===== config.mk =====
export PLATFORM = sky130hd
export DESIGN_NAME = tsicr_top
export DESIGN_NICKNAME = d
export VERILOG_FILES = /design/src/inc/tsicr_pkg.sv /design/src/inc/tsicr_fill_if.sv /design/src/verilog/tsicr_top.sv /design/src/verilog/tsicr_fill.sv
export SDC_FILE = /design/constraint.sdc
export NUM_CORES = 1
export LEC_CHECK = 0
export BUFFER_PORTS_ARGS = -buffer_cell sky130_fd_sc_hd__buf_2
export CORE_MARGIN = 5
export CORE_UTILIZATION = 45
export DETAILED_ROUTE_END_ITERATION = 8
export HOLD_SLACK_MARGIN = 0.03
export PLACE_DENSITY = 0.73
export SYNTH_ARGS = -nofsm -noshare
export SYNTH_HDL_FRONTEND = slang
export SYNTH_HIERARCHICAL = 1
export SYNTH_SLANG_ARGS = --single-unit
export TNS_END_PERCENT = 100

===== constraint.sdc =====
create_clock -name clk -period 5.31 [get_ports clk]
set_clock_uncertainty 0.05 [all_clocks]
set_input_delay 1.062 -clock clk [delete_from_list [all_inputs] [get_ports clk]]
set_output_delay 1.062 -clock clk [all_outputs]
set_load 0.02 [all_outputs]

===== src/inc/tsicr_pkg.sv =====
// Constants and types shared by the switch control register block
package tsicr_pkg;

	// ---------------------------------------------------------------
	// Bus map (byte addresses)
	// ---------------------------------------------------------------
	localparam int          WB_AW      = 8;
	localparam logic [7:0]  OFF_CTRL   = 8'h00;
	localparam logic [7:0]  OFF_ISTS   = 8'h04;
	localparam logic [7:0]  OFF_IMASK  = 8'h08;
	localparam logic [7:0]  OFF_ALIGN  = 8'h0C;

	// ---------------------------------------------------------------
	// Control word fields and reset values
	// ---------------------------------------------------------------
	localparam int          B_OEI      = 14;
	localparam int          B_AOE      = 12;
	localparam int          B_ARM      = 9;
	localparam int          B_FDAT_HI  = 8;
	localparam int          B_FDAT_LO  = 7;
	localparam int          B_START    = 6;
	localparam int          B_OSB      = 5;
	localparam int          B_ESTART   = 4;
	localparam logic [15:0] CTRL_RST   = 16'h0000;
	localparam int          B_ECOMP    = 13;
	localparam int          I_FILL     = 0;
	localparam int          I_EVAL     = 1;
	localparam logic [1:0]  IRQ_RST    = 2'h0;

	// ---------------------------------------------------------------
	// Sizes and counts
	// ---------------------------------------------------------------
	localparam int          NSTREAM    = 32;
	localparam int          CM_AW      = 14;
	localparam int          CM_DW      = 16;
	localparam int          OFF_W      = 13;
	localparam logic [1:0]  FILL_FRAMES = 2'h2;

	typedef enum logic [1:0] {FL_IDLE, FL_WAIT, FL_RUN, FL_DONE}
		tsicr_fill_st_t;
	typedef enum logic [1:0] {EV_IDLE, EV_WAIT, EV_COUNT}
		tsicr_eval_st_t;

endpackage


===== src/inc/tsicr_fill_if.sv =====
// Link between the control register and the block fill engine
`timescale 1ns/10ps
interface tsicr_fill_if #(parameter int AW = 14);
	logic            start;
	logic [1:0]      data;
	logic            tick;
	logic            busy;
	logic            done;
	logic            cm_we;
	logic [AW-1:0]   cm_addr;
	logic [15:0]     cm_word;

	modport ctrl (output start, data, tick,
		input busy, done, cm_we, cm_addr, cm_word);
	modport fill (input start, data, tick,
		output busy, done, cm_we, cm_addr, cm_word);
endinterface


===== src/verilog/tsicr_top.sv =====
// Switch control register with Wishbone slave, fill and alignment
// ---------------------------------------------------------------
// Function
// - Select bit turns pins 16-31 into indicators
// - Select clear keeps pins 16-31 as data while the mirror bit is clear
// - Mirror bit makes all pins enable indicators
// - Mirror clear gives normal switched data, except on pins 16-31 when select is set
// - Arm bit enables connection memory fill
// - Fill writes data high, clears low bits
// - Start rising edge with arm begins fill
// - Fill spans two complete frames
// - Completion clears start, arm and data
// - Drivers off when pin and standby low, except from reset to the first clock and on pins that the mirror or select bit drives
// - Evaluation start rising edge begins measurement
// - Align reference rising ends the measurement and sets the complete flag
// - Start falling clears complete flag, offset, except when a capture falls in the same cycle
// ---------------------------------------------------------------
`timescale 1ns/10ps
module tsicr_top
	import tsicr_pkg::*;
#(
	parameter int NS = NSTREAM
)(
	input  wire logic             clk,
	input  wire logic             rst_n,
	input  wire logic             wb_cyc_i,
	input  wire logic             wb_stb_i,
	input  wire logic             wb_we_i,
	input  wire logic [WB_AW-1:0] wb_adr_i,
	input  wire logic [3:0]       wb_sel_i,
	input  wire logic [31:0]      wb_dat_i,
	output logic      [31:0]      wb_dat_o,
	output logic                  wb_ack_o,
	output logic                  irq,
	input  wire logic             frame_pulse_pin,
	input  wire logic             align_ref_pin,
	input  wire logic             drive_enable_pin,
	input  wire logic [NS-1:0]    tx_data_in,
	input  wire logic [NS-1:0]    stream_active,
	output logic      [NS-1:0]    transmit_stream_pins,
	output logic      [NS-1:0]    transmit_stream_oe_n,
	output logic                  cm_we,
	output logic      [CM_AW-1:0] cm_addr,
	output logic      [CM_DW-1:0] cm_word
);
	// ---------------------------------------------------------------
	// State
	// ---------------------------------------------------------------
	typedef struct packed {
		logic [1:0]      fp_s;
		logic            fp_d;
		logic [1:0]      ar_s;
		logic            ar_d;
		logic [1:0]      de_s;
		logic            enable_indication_select;
		logic            all_output_enable_mirror;
		logic            arm;
		logic [1:0]      fdat;
		logic            fstart;
		logic            output_standby;
		logic            estart;
		logic            ecomp;
		logic [OFF_W-1:0] eoff;
		logic [OFF_W-1:0] ecnt;
		tsicr_eval_st_t  est;
		logic [1:0]      ists;
		logic [1:0]      imask;
		logic            ack;
		logic [31:0]     dat;
		logic [NS-1:0]   tx;
		logic [NS-1:0]   oen;
	} tsicr_state_t;

	tsicr_state_t      r;
	tsicr_state_t      next_r;
	tsicr_fill_if #(.AW(CM_AW)) fif ();

	logic              req;
	logic              wr;
	logic              ctrl_wr;
	logic [15:0]       ctrl_now;
	logic [15:0]       cw;
	logic              fill_go;
	logic              e_rise;
	logic              e_fall;
	logic              eval_set;
	logic              fp_edge;
	logic              ar_edge;
	logic              drv_on;
	logic [NS-1:0]     drv;
	logic [NS/2-1:0]   drv_lo;
	logic [NS-1:0]     pin_v;
	logic [NS-1:0]     pin_oen;
	logic [31:0]       rd_val;

	// ---------------------------------------------------------------
	// Bus decode
	// ---------------------------------------------------------------
	assign req = wb_cyc_i && wb_stb_i && !r.ack;
	assign wr = req && wb_we_i;
	assign ctrl_wr = wr && (wb_adr_i == OFF_CTRL);
	assign ctrl_now = {1'b0, r.enable_indication_select, 1'b0, r.all_output_enable_mirror, 2'h0, r.arm, r.fdat,
		r.fstart, r.output_standby, r.estart, 4'h0};

	// Unused bits are never stored, so they read back as zero
	always_comb begin
		cw = ctrl_now;
		if (wb_sel_i[0]) begin
			cw[7:0] = wb_dat_i[7:0];
		end
		if (wb_sel_i[1]) begin
			cw[15:8] = wb_dat_i[15:8];
		end
	end

	always_comb begin
		rd_val = 32'h0000_0000;
		case (wb_adr_i)
			OFF_CTRL:  rd_val[15:0] = ctrl_now;
			OFF_ISTS:  rd_val[1:0] = r.ists;
			OFF_IMASK: rd_val[1:0] = r.imask;
			OFF_ALIGN: begin
				rd_val[B_ECOMP] = r.ecomp;
				rd_val[OFF_W-1:0] = r.eoff;
			end
			default:   rd_val = 32'h0000_0000;
		endcase
	end

	// ---------------------------------------------------------------
	// Fill start and pin edges
	// ---------------------------------------------------------------
	// Data and start in one write, so the data is taken with it
	assign fill_go = ctrl_wr && !fif.busy && !r.fstart && cw[B_START]
		&& cw[B_ARM];
	assign fif.start = fill_go;
	assign fif.data = cw[B_FDAT_HI:B_FDAT_LO];
	assign fp_edge = r.fp_s[1] && !r.fp_d;
	assign ar_edge = r.ar_s[1] && !r.ar_d;
	assign fif.tick = fp_edge;
	assign e_rise = ctrl_wr && !r.estart && cw[B_ESTART];
	assign e_fall = ctrl_wr && r.estart && !cw[B_ESTART];
	assign eval_set = (r.est == EV_COUNT) && ar_edge;

	// ---------------------------------------------------------------
	// Transmit pins
	// ---------------------------------------------------------------
	assign drv_on = r.de_s[1] || r.output_standby;
	assign drv = drv_on ? stream_active : '0;
	assign drv_lo = drv[NS/2-1:0];

	for (genvar i = 0; i < NS; i++) begin : g_pin
		localparam int J = (i >= NS/2) ? i - NS/2 : i;
		logic ind;
		assign ind = (i >= NS/2) && r.enable_indication_select;
		assign pin_v[i] = r.all_output_enable_mirror ? drv[i] :
			ind ? drv[J] : tx_data_in[i];
		assign pin_oen[i] = (r.all_output_enable_mirror || ind) ? 1'b0 : !drv[i];
	end

	// ---------------------------------------------------------------
	// Next state
	// ---------------------------------------------------------------
	always_comb begin
		next_r = r;
		next_r.fp_s = {r.fp_s[0], frame_pulse_pin};
		next_r.fp_d = r.fp_s[1];
		next_r.ar_s = {r.ar_s[0], align_ref_pin};
		next_r.ar_d = r.ar_s[1];
		next_r.de_s = {r.de_s[0], drive_enable_pin};
		next_r.tx = pin_v;
		next_r.oen = pin_oen;
		if (ctrl_wr) begin
			next_r.enable_indication_select = cw[B_OEI];
			next_r.all_output_enable_mirror = cw[B_AOE];
			next_r.output_standby = cw[B_OSB];
			next_r.estart = cw[B_ESTART];
			// Fill fields are frozen while a fill runs
			if (!fif.busy) begin
				next_r.arm = cw[B_ARM];
				next_r.fdat = cw[B_FDAT_HI:B_FDAT_LO];
				next_r.fstart = cw[B_START];
			end
		end
		if (fif.done) begin
			next_r.arm = 1'b0;
			next_r.fdat = 2'h0;
			next_r.fstart = 1'b0;
		end
		if (e_fall) begin
			next_r.est = EV_IDLE;
			next_r.ecomp = 1'b0;
			next_r.eoff = '0;
		end
		case (r.est)
			EV_IDLE: begin
				if (e_rise) begin
					next_r.est = EV_WAIT;
				end
			end
			EV_WAIT: begin
				if (fp_edge && !e_fall) begin
					next_r.ecnt = '0;
					next_r.est = EV_COUNT;
				end
			end
			EV_COUNT: begin
				// Capture wins over a falling start in the same cycle
				if (ar_edge) begin
					next_r.eoff = r.ecnt;
					next_r.ecomp = 1'b1;
					next_r.est = EV_IDLE;
				end else begin
					next_r.ecnt = r.ecnt + 1'b1;
				end
			end
			default: begin
				next_r.est = EV_IDLE;
			end
		endcase
		if (wr && wb_adr_i == OFF_IMASK && wb_sel_i[0]) begin
			next_r.imask = wb_dat_i[1:0];
		end
		next_r.ists = r.ists;
		if (wr && wb_adr_i == OFF_ISTS && wb_sel_i[0]) begin
			next_r.ists = r.ists & ~wb_dat_i[1:0];
		end
		// Set after clear so a same-cycle event is kept
		if (fif.done) begin
			next_r.ists[I_FILL] = 1'b1;
		end
		if (eval_set) begin
			next_r.ists[I_EVAL] = 1'b1;
		end
		next_r.ack = req;
		next_r.dat = req ? rd_val : 32'h0000_0000;
	end

	always_ff @(posedge clk or negedge rst_n) begin
		if (!rst_n) begin
			r <= '0;
		end else begin
			r <= next_r;
		end
	end

	// ---------------------------------------------------------------
	// Outputs
	// ---------------------------------------------------------------
	tsicr_fill u_fill (
		.clk   (clk),
		.rst_n (rst_n),
		.fif   (fif.fill)
	);

	assign wb_dat_o = r.dat;
	assign wb_ack_o = r.ack;
	assign irq = |(r.ists & r.imask);
	assign transmit_stream_pins = r.tx;
	assign transmit_stream_oe_n = r.oen;
	assign cm_we = fif.cm_we;
	assign cm_addr = fif.cm_addr;
	assign cm_word = fif.cm_word;
endmodule // tsicr_top


===== src/verilog/tsicr_fill.sv =====
// Connection memory block fill engine
`timescale 1ns/10ps
module tsicr_fill
	import tsicr_pkg::*;
(
	input  wire logic   clk,
	input  wire logic   rst_n,
	tsicr_fill_if.fill  fif
);
	localparam int AW = CM_AW;

	typedef struct packed {
		tsicr_fill_st_t st;
		logic [1:0]     fc;
		logic           wdone;
		logic [AW-1:0]  addr;
		logic [1:0]     dat;
	} tsicr_fstate_t;

	tsicr_fstate_t r;
	tsicr_fstate_t next_r;
	logic          we;

	assign we = (r.st == FL_RUN) && !r.wdone;
	assign fif.busy = (r.st != FL_IDLE);
	assign fif.done = (r.st == FL_DONE);
	assign fif.cm_we = we;
	assign fif.cm_addr = r.addr;
	assign fif.cm_word = {r.dat, 14'h0000};

	always_comb begin
		next_r = r;
		case (r.st)
			FL_IDLE: begin
				if (fif.start) begin
					next_r.dat = fif.data;
					next_r.fc = 2'h0;
					next_r.wdone = 1'b0;
					next_r.addr = '0;
					next_r.st = FL_WAIT;
				end
			end
			// Start on a frame edge so two whole frames are spanned
			FL_WAIT: begin
				if (fif.tick) begin
					next_r.st = FL_RUN;
				end
			end
			FL_RUN: begin
				if (we) begin
					next_r.addr = r.addr + 1'b1;
					if (&r.addr) begin
						next_r.wdone = 1'b1;
					end
				end
				if (fif.tick && r.fc != FILL_FRAMES) begin
					next_r.fc = r.fc + 2'h1;
				end
				if (r.fc == FILL_FRAMES && r.wdone) begin
					next_r.st = FL_DONE;
				end
			end
			FL_DONE: begin
				next_r.st = FL_IDLE;
			end
			default: begin
				next_r.st = FL_IDLE;
			end
		endcase
	end

	always_ff @(posedge clk or negedge rst_n) begin
		if (!rst_n) begin
			r <= '0;
		end else begin
			r <= next_r;
		end
	end
endmodule // tsicr_fill


======== Yosys cells after proc, flatten, opt, wreduce, memory -nomap -nowiden ========
Cells that the tools add are included.
word-level totals
  output and inout port bits .............. 129
  logic and storage cells ................. 250
  register bits ........................... 150
  bits of input ports ..................... 116
cells by class
  multiplexer cells ....................... 111
  bitwise logic cells ..................... 3
  equal/unequal tests ..................... 19
  add/sub/neg operators ................... 3
  reductions and logical operators ........ 86
operators by type and width
  kind                                            count
  two-way mux 1 bit                               84
  two-way mux 15 bit                              3
  two-way mux 14 bit                              3
  zero test 1 bit                                 41
  case mux 17 bit (2 select lines)                1
  two-way mux 32 bit                              1
  case mux 13 bit (2 select lines)                1
  case mux 12 bit (2 select lines)                1
  logical AND 1 bit                               23
  two-way mux 21 bit                              1
  != test 2 bit (second input constant)           9
  == test 8 x 4 -> 1 bit (second input constant)  2
  two-way mux 2 bit                               8
  adder 14 x 1 -> 14 bit (second input constant)  1
  AND reduction 14 bit                            1
  adder 13 x 1 -> 13 bit (second input constant)  1
  two-way mux 13 bit                              1
  case mux 2 bit (3 select lines)                 2
  AND reduction 3 bit                             4
  nonzero test 2 bit                              6
  == test 2 bit (second input constant)           4
  == test 8 x 3 -> 1 bit (second input constant)  1
  zero test 8 bit                                 1
  two-way mux 4 bit                               2
  other kinds (13)                                20

======== Logic depth before layout (Yosys ltp) ========
  depth after elaboration ................. 10
  gate-level depth with buffers ........... 11
  mapped depth without buffers ............ 9

======== Hierarchy ========
The synthesis kept the hierarchy.
modules (own cells, without submodules)
  module      instances  cells an instance  area an instance (um2)  seq. area each (um2)
  tsicr_top   1          596                6024.5                  3228.1
  tsicr_fill  1          170                1514.0                  525.5

======== Least setup slack after synthesis ========
No wires, ideal clock.
  path kind ............................... input to register
  start point ............................. input wb_adr_i[1]
  end point ............................... register u_fill.r (netlist bit u_fill/fif.cm_addr[11])
  path slack .............................. 1297 ps
  data required time ...................... 5177 ps
  data arrival time ....................... 3881 ps
  stages on the path ...................... 9
  setup time .............................. 83 ps
  buffers on the path ..................... 2
  cells stage by stage .................... nor4_4 -> nand3_1 -> clkbuf_1 -> nor4_1 -> mux2i_1 -> or4b_1 -> buf_2 -> or4_1 -> o21ai_0
between the ends
  cells in the longest elaborated chain, start to end .. 8
ends and longest elaborated chain
  element                               RTL line            source
  start: declaration                    tsicr_top.sv:29     input wire logic [WB_AW-1:0] wb_adr_i,
  zero test 8 bit                       tsicr_top.sv:101    assign ctrl_wr = wr && (wb_adr_i == OFF_CTRL);
  logical AND 1 bit                     tsicr_top.sv:101
  logical AND 1 bit (3 in a row)        tsicr_top.sv:134    assign fill_go = ctrl_wr && !fif.busy && !r.fstart && cw[B_START]
  logical AND 1 bit                     tsicr_top.sv:135    && cw[B_ARM];
  net fif.start                         tsicr_fill_if.sv:4  logic start;
  != test 2 bit (no source line)        n/a
  AND reduction 3 bit (no source line)  n/a
  end signal: assignment                tsicr_fill.sv:76    r <= next_r;
  end: declaration                      tsicr_fill.sv:20    tsicr_fstate_t r;
The timed path passes the listed nets, and every way through them passes these cells.
A chain may end at the register's enable or synchronous reset.

======== Final worst setup path ========
Same ends and word-level chain as after synthesis.

==> flow_summary.ini <==
[timing]
setup_tns_ns = 0
period_minus_slack_ns = 3.47
final_layout_worst_hold_slack_ns = 0.299
setup-violations-final = 0
slew_headroom = 0.253
unrepaired_setup_endpoints_after_global_routing = false
report.final.slew_viol_count = 0
timing.fmax_mhz = 288
layout_worst_path_cycle_share = 0.654
timing_worst_slew_pin_value_ns = 1.12
final-hold-violation-count = 0

[clocking]
cts_buffers = 17
htree_levels = 4
cts_max_path_buffers = 2
post_cts_resized = 0
cts_tree = built
clock_transition_at_the_register_clock_pins_on_the_worst_setup_and_hold_paths_after_cts_ns = 0.06
tritoncts_sink_count = 150
cts_post_setup_buffers_inserted = 0
cts_hold_buffers = 0
clk-insertion-delay-late_ns = 0.42
master_cell_of_the_clock_root_buffer = sky130_fd_sc_hd__clkbuf_16

[pwr]
power.share.combinational = 0.180
seq_power_share = 0.427
cellInternalPower_uw = 2190
power_density_nw_per_um2 = 366
swShare = 0.288
switchingPower_uw = 883
p_leak_uw = 0.00393
irDropWorstVdd_mv = 0.220
clkPwrFrac = 0.392

[route]
first_iter_violations = 292
avgViaCountPerCell = 5.16
vias_post_dr = 5565
drt-total-wl_um = 18500
drc_errors = 0
antenna_left = 0
wire_per_inst_um = 17.1
detailedRoute.firstPassIterationCount = 5

[place]
dp.final_hpwl_um = 13200
io_buf_count = 189
place_congestion = 0.856

[global_route]
antenna_found_initial = 0
grt_util_all_layers = 0.190
maximum_number_of_pins_on_one_net_before_global_route_repair = 84
grt_first_pass_wirelength_um = 29300
grt-ovfl-total = 0
first_global_vias = 5409

[worst_setup_path]
rr_startpoint = u_fill/r[19]
criticalPathCategory = input pin to register
worstPathBufferInverterCount = 2
cp-start-kind = input pin
worst_ep_arrival_time_ns = 3.75
setup.worst_path.end_class = register
crit_path_max_incr_delay_ns = 0.71
timing.critical_path.cells = buf_2 -> nor4_4 -> nand3_1 -> nor4_1 -> buf_4 -> mux2i_1 -> or4b_1 -> or4_1 -> o21ai_0
cp-startpoint = wb_adr_i[1]
slowest_stage = sky130_fd_sc_hd__or4b_1
critPathMaxFanout = 9
critical_path_required_ns = 5.59
worst_path_dominant_cell_family = simple AND/OR/NAND/NOR gates

[floorplan]
num_rows = 47
ioPinCount = 245
core_area_sq_um = 16500
die_h_um = 139
die_area_sq_um = 19400
initial_utilization = 0.456
die_width_um = 139

[yosys]
synth_seq_area_share = 0.498
synthArstFlopShare = 1.00
synthTopCellsByArea = sky130_fd_sc_hd__dfrtp_1, sky130_fd_sc_hd__buf_4, sky130_fd_sc_hd__o21ai_0, sky130_fd_sc_hd__a21oi_1, sky130_fd_sc_hd__nand3_1
postSynthAreaPerCell_sq_um = 9.84
postSynth.topFlopCell = sky130_fd_sc_hd__dfrtp_1
post_synth_num_cell_types = 55
yosysWarnings = 6
postSynthRegisterBits = 150
synth.cell_area_sq_um = 7540
yosysTopAreaCell = sky130_fd_sc_hd__dfrtp_1
synthesis.instances = 766
synth.top_cell.area_share = 0.498
synth-edff-count = 0

[cells_and_area]
final_core_util = 0.508
multi_input_comb_area_sq_um = 2650
area_taken_by_flip_flops_and_latches_sq_um = 3750
drive_gt1_frac = 0.291
n_fill_cell = 1554
area.growth.synth_to_final_pct = 11.3
final_nets = 968

[worst_hold_path]
timing.hold.worst.class = register to register
hold_path_startpoint = next_r[142]

[run_status]
status = finished clean

[job]
drv.max_cap_violation_count = 0
## cell type report
cell class,count,share of cell area
clock buffers,19,0.0516
well taps,220,0.0328
flip-flops and latches,150,0.448
multi-input cells,450,0.316
diodes,1,0.000298
repair buffers,196,0.120
inverters,29,0.0130
clock inverters,13,0.0188
## logic make-up (layout without fill, tap and decap cells)
kind of cell             count (synthesis)  in the layout  share of synthesized area
AND/OR/NAND/NOR                        216            216                      0.155
buffers and inverters                  195            257                      0.165
AO/OA/AOI/OAI                          172            172                      0.136
flip-flops                             150            150                      0.498
multiplexers                            21             21                     0.0300
adder cells (fa/ha/maj)                  8              8                     0.0133
other                                    2             32                   0.000996
XOR/XNOR                                 2              2                    0.00232
## power groups by stage
stage,combinational (uW),sequential [uW],clock [uW]
2_1_floorplan,460,1310,0
3_3_place_gp,539,1330,0
3_5_place_dp,557,1330,0
4_1_cts,558,1310,1240
5_1_grt,617,1330,1290
6_report,554,1310,1200
## layout by cell type (no fill, tap or decap), drive strengths merged, types with 3 or more instances in the layout
| cell type | instances |
|---|---|
| o22ai | 3 |
| buf | 196 |
| o31ai | 5 |
| nand2 | 53 |
| nor2 | 24 |
| and4 | 4 |
| a22oi | 11 |
| a31o | 3 |
| dfrtp | 150 |
| or3 | 10 |
| nand2b | 8 |
| nor3b | 3 |
| or2 | 5 |
| a22o | 3 |
| a21oi | 46 |
| conb | 31 |
| bufinv | 3 |
| a31oi | 18 |
| inv | 29 |
| clkinv | 9 |
| nor2b | 24 |
| ha | 8 |
| or4 | 3 |
| nand3 | 44 |
| nand4 | 7 |
| o21ai | 65 |
| mux2 | 13 |
| and3 | 9 |
| a311o | 3 |
| mux2i | 8 |
| a221o | 3 |
| clkbuf | 19 |
| and2 | 3 |
| nor4 | 5 |
| nor4b | 4 |
## per-stage QoR
step	cells	setup WS (ns)	power [uW]	area (sq um)
after global routing	1077	1.75	3230	8390
after CTS	1077	1.92	3110	8390
after detailed placement	1045	1.48	1890	7800
after global placement	1045	1.52	1870	7800
final	1078	1.84	3070	8390
after floorplan	795	1.30	1770	7650
## worst register-to-register path, stage by stage (launching register included)
cell	delay (ns)
sky130_fd_sc_hd__dfrtp_1	0.40
sky130_fd_sc_hd__inv_1	0.12
sky130_fd_sc_hd__ha_1	0.37
sky130_fd_sc_hd__inv_1	0.14
sky130_fd_sc_hd__nand4b_1	0.23
sky130_fd_sc_hd__nor4_1	0.35
sky130_fd_sc_hd__buf_4	0.21
sky130_fd_sc_hd__mux2i_1	0.13
sky130_fd_sc_hd__or4b_1	0.71
sky130_fd_sc_hd__or4_1	0.51
sky130_fd_sc_hd__o21ai_0	0.09
## routing by layer
layer  share of wire  track usage
met5               0            0
met4           0.015       0.0541
met3           0.078       0.0573
met2            0.49        0.312
met1            0.41        0.244
## Yosys cell counts (all sizes together), types with 2 or more instances
library cell,number
dfrtp,150
buf,138
o21ai,65
nand2,53
a21oi,46
nand3,44
inv,29
clkbuf,28
nor2,24
nor2b,24
a31oi,18
mux2,13
a22oi,11
or3,10
and3,9
ha,8
mux2i,8
nand2b,8
nand4,7
nor4,5
o31ai,5
or2,5
and4,4
nor4b,4
a221o,3
a22o,3
a311o,3
a31o,3
and2,3
nor3b,3
o22ai,3
or4,3
a21o,2
conb,2
nand3b,2
nand4bb,2
nor3,2
o211a,2
o211ai,2
o41ai,2
## final timing paths
check / cells after the start / slack, ns / end
setup / recovery: 9 / 1.84 / u_fill/fif.cm_addr[11]
setup reg to reg: 10 / 1.92 / u_fill/fif.cm_addr[11]
max in group asynchronous: 2 / 3.56 / transmit_stream_oe_n[25]
hold reg to reg: 0 / 0.30 / next_r[140]
min in group asynchronous: 1 / 0.57 / transmit_stream_pins[13]
hold / removal: 0 / 0.30 / next_r[140]
## flip-flops by register name, indices dropped and copies added (netlist names)
signal	flops
ctrl_now	7
g_pin.ind	1
next_r	5
r	36
transmit_stream_oe_n	32
transmit_stream_pins	32
u_fill/fif.cm_addr	14
u_fill/fif.cm_word	2
u_fill/r	5
wb_ack_o	1
wb_dat_o	15
Power figures use the tool's default switching activity.
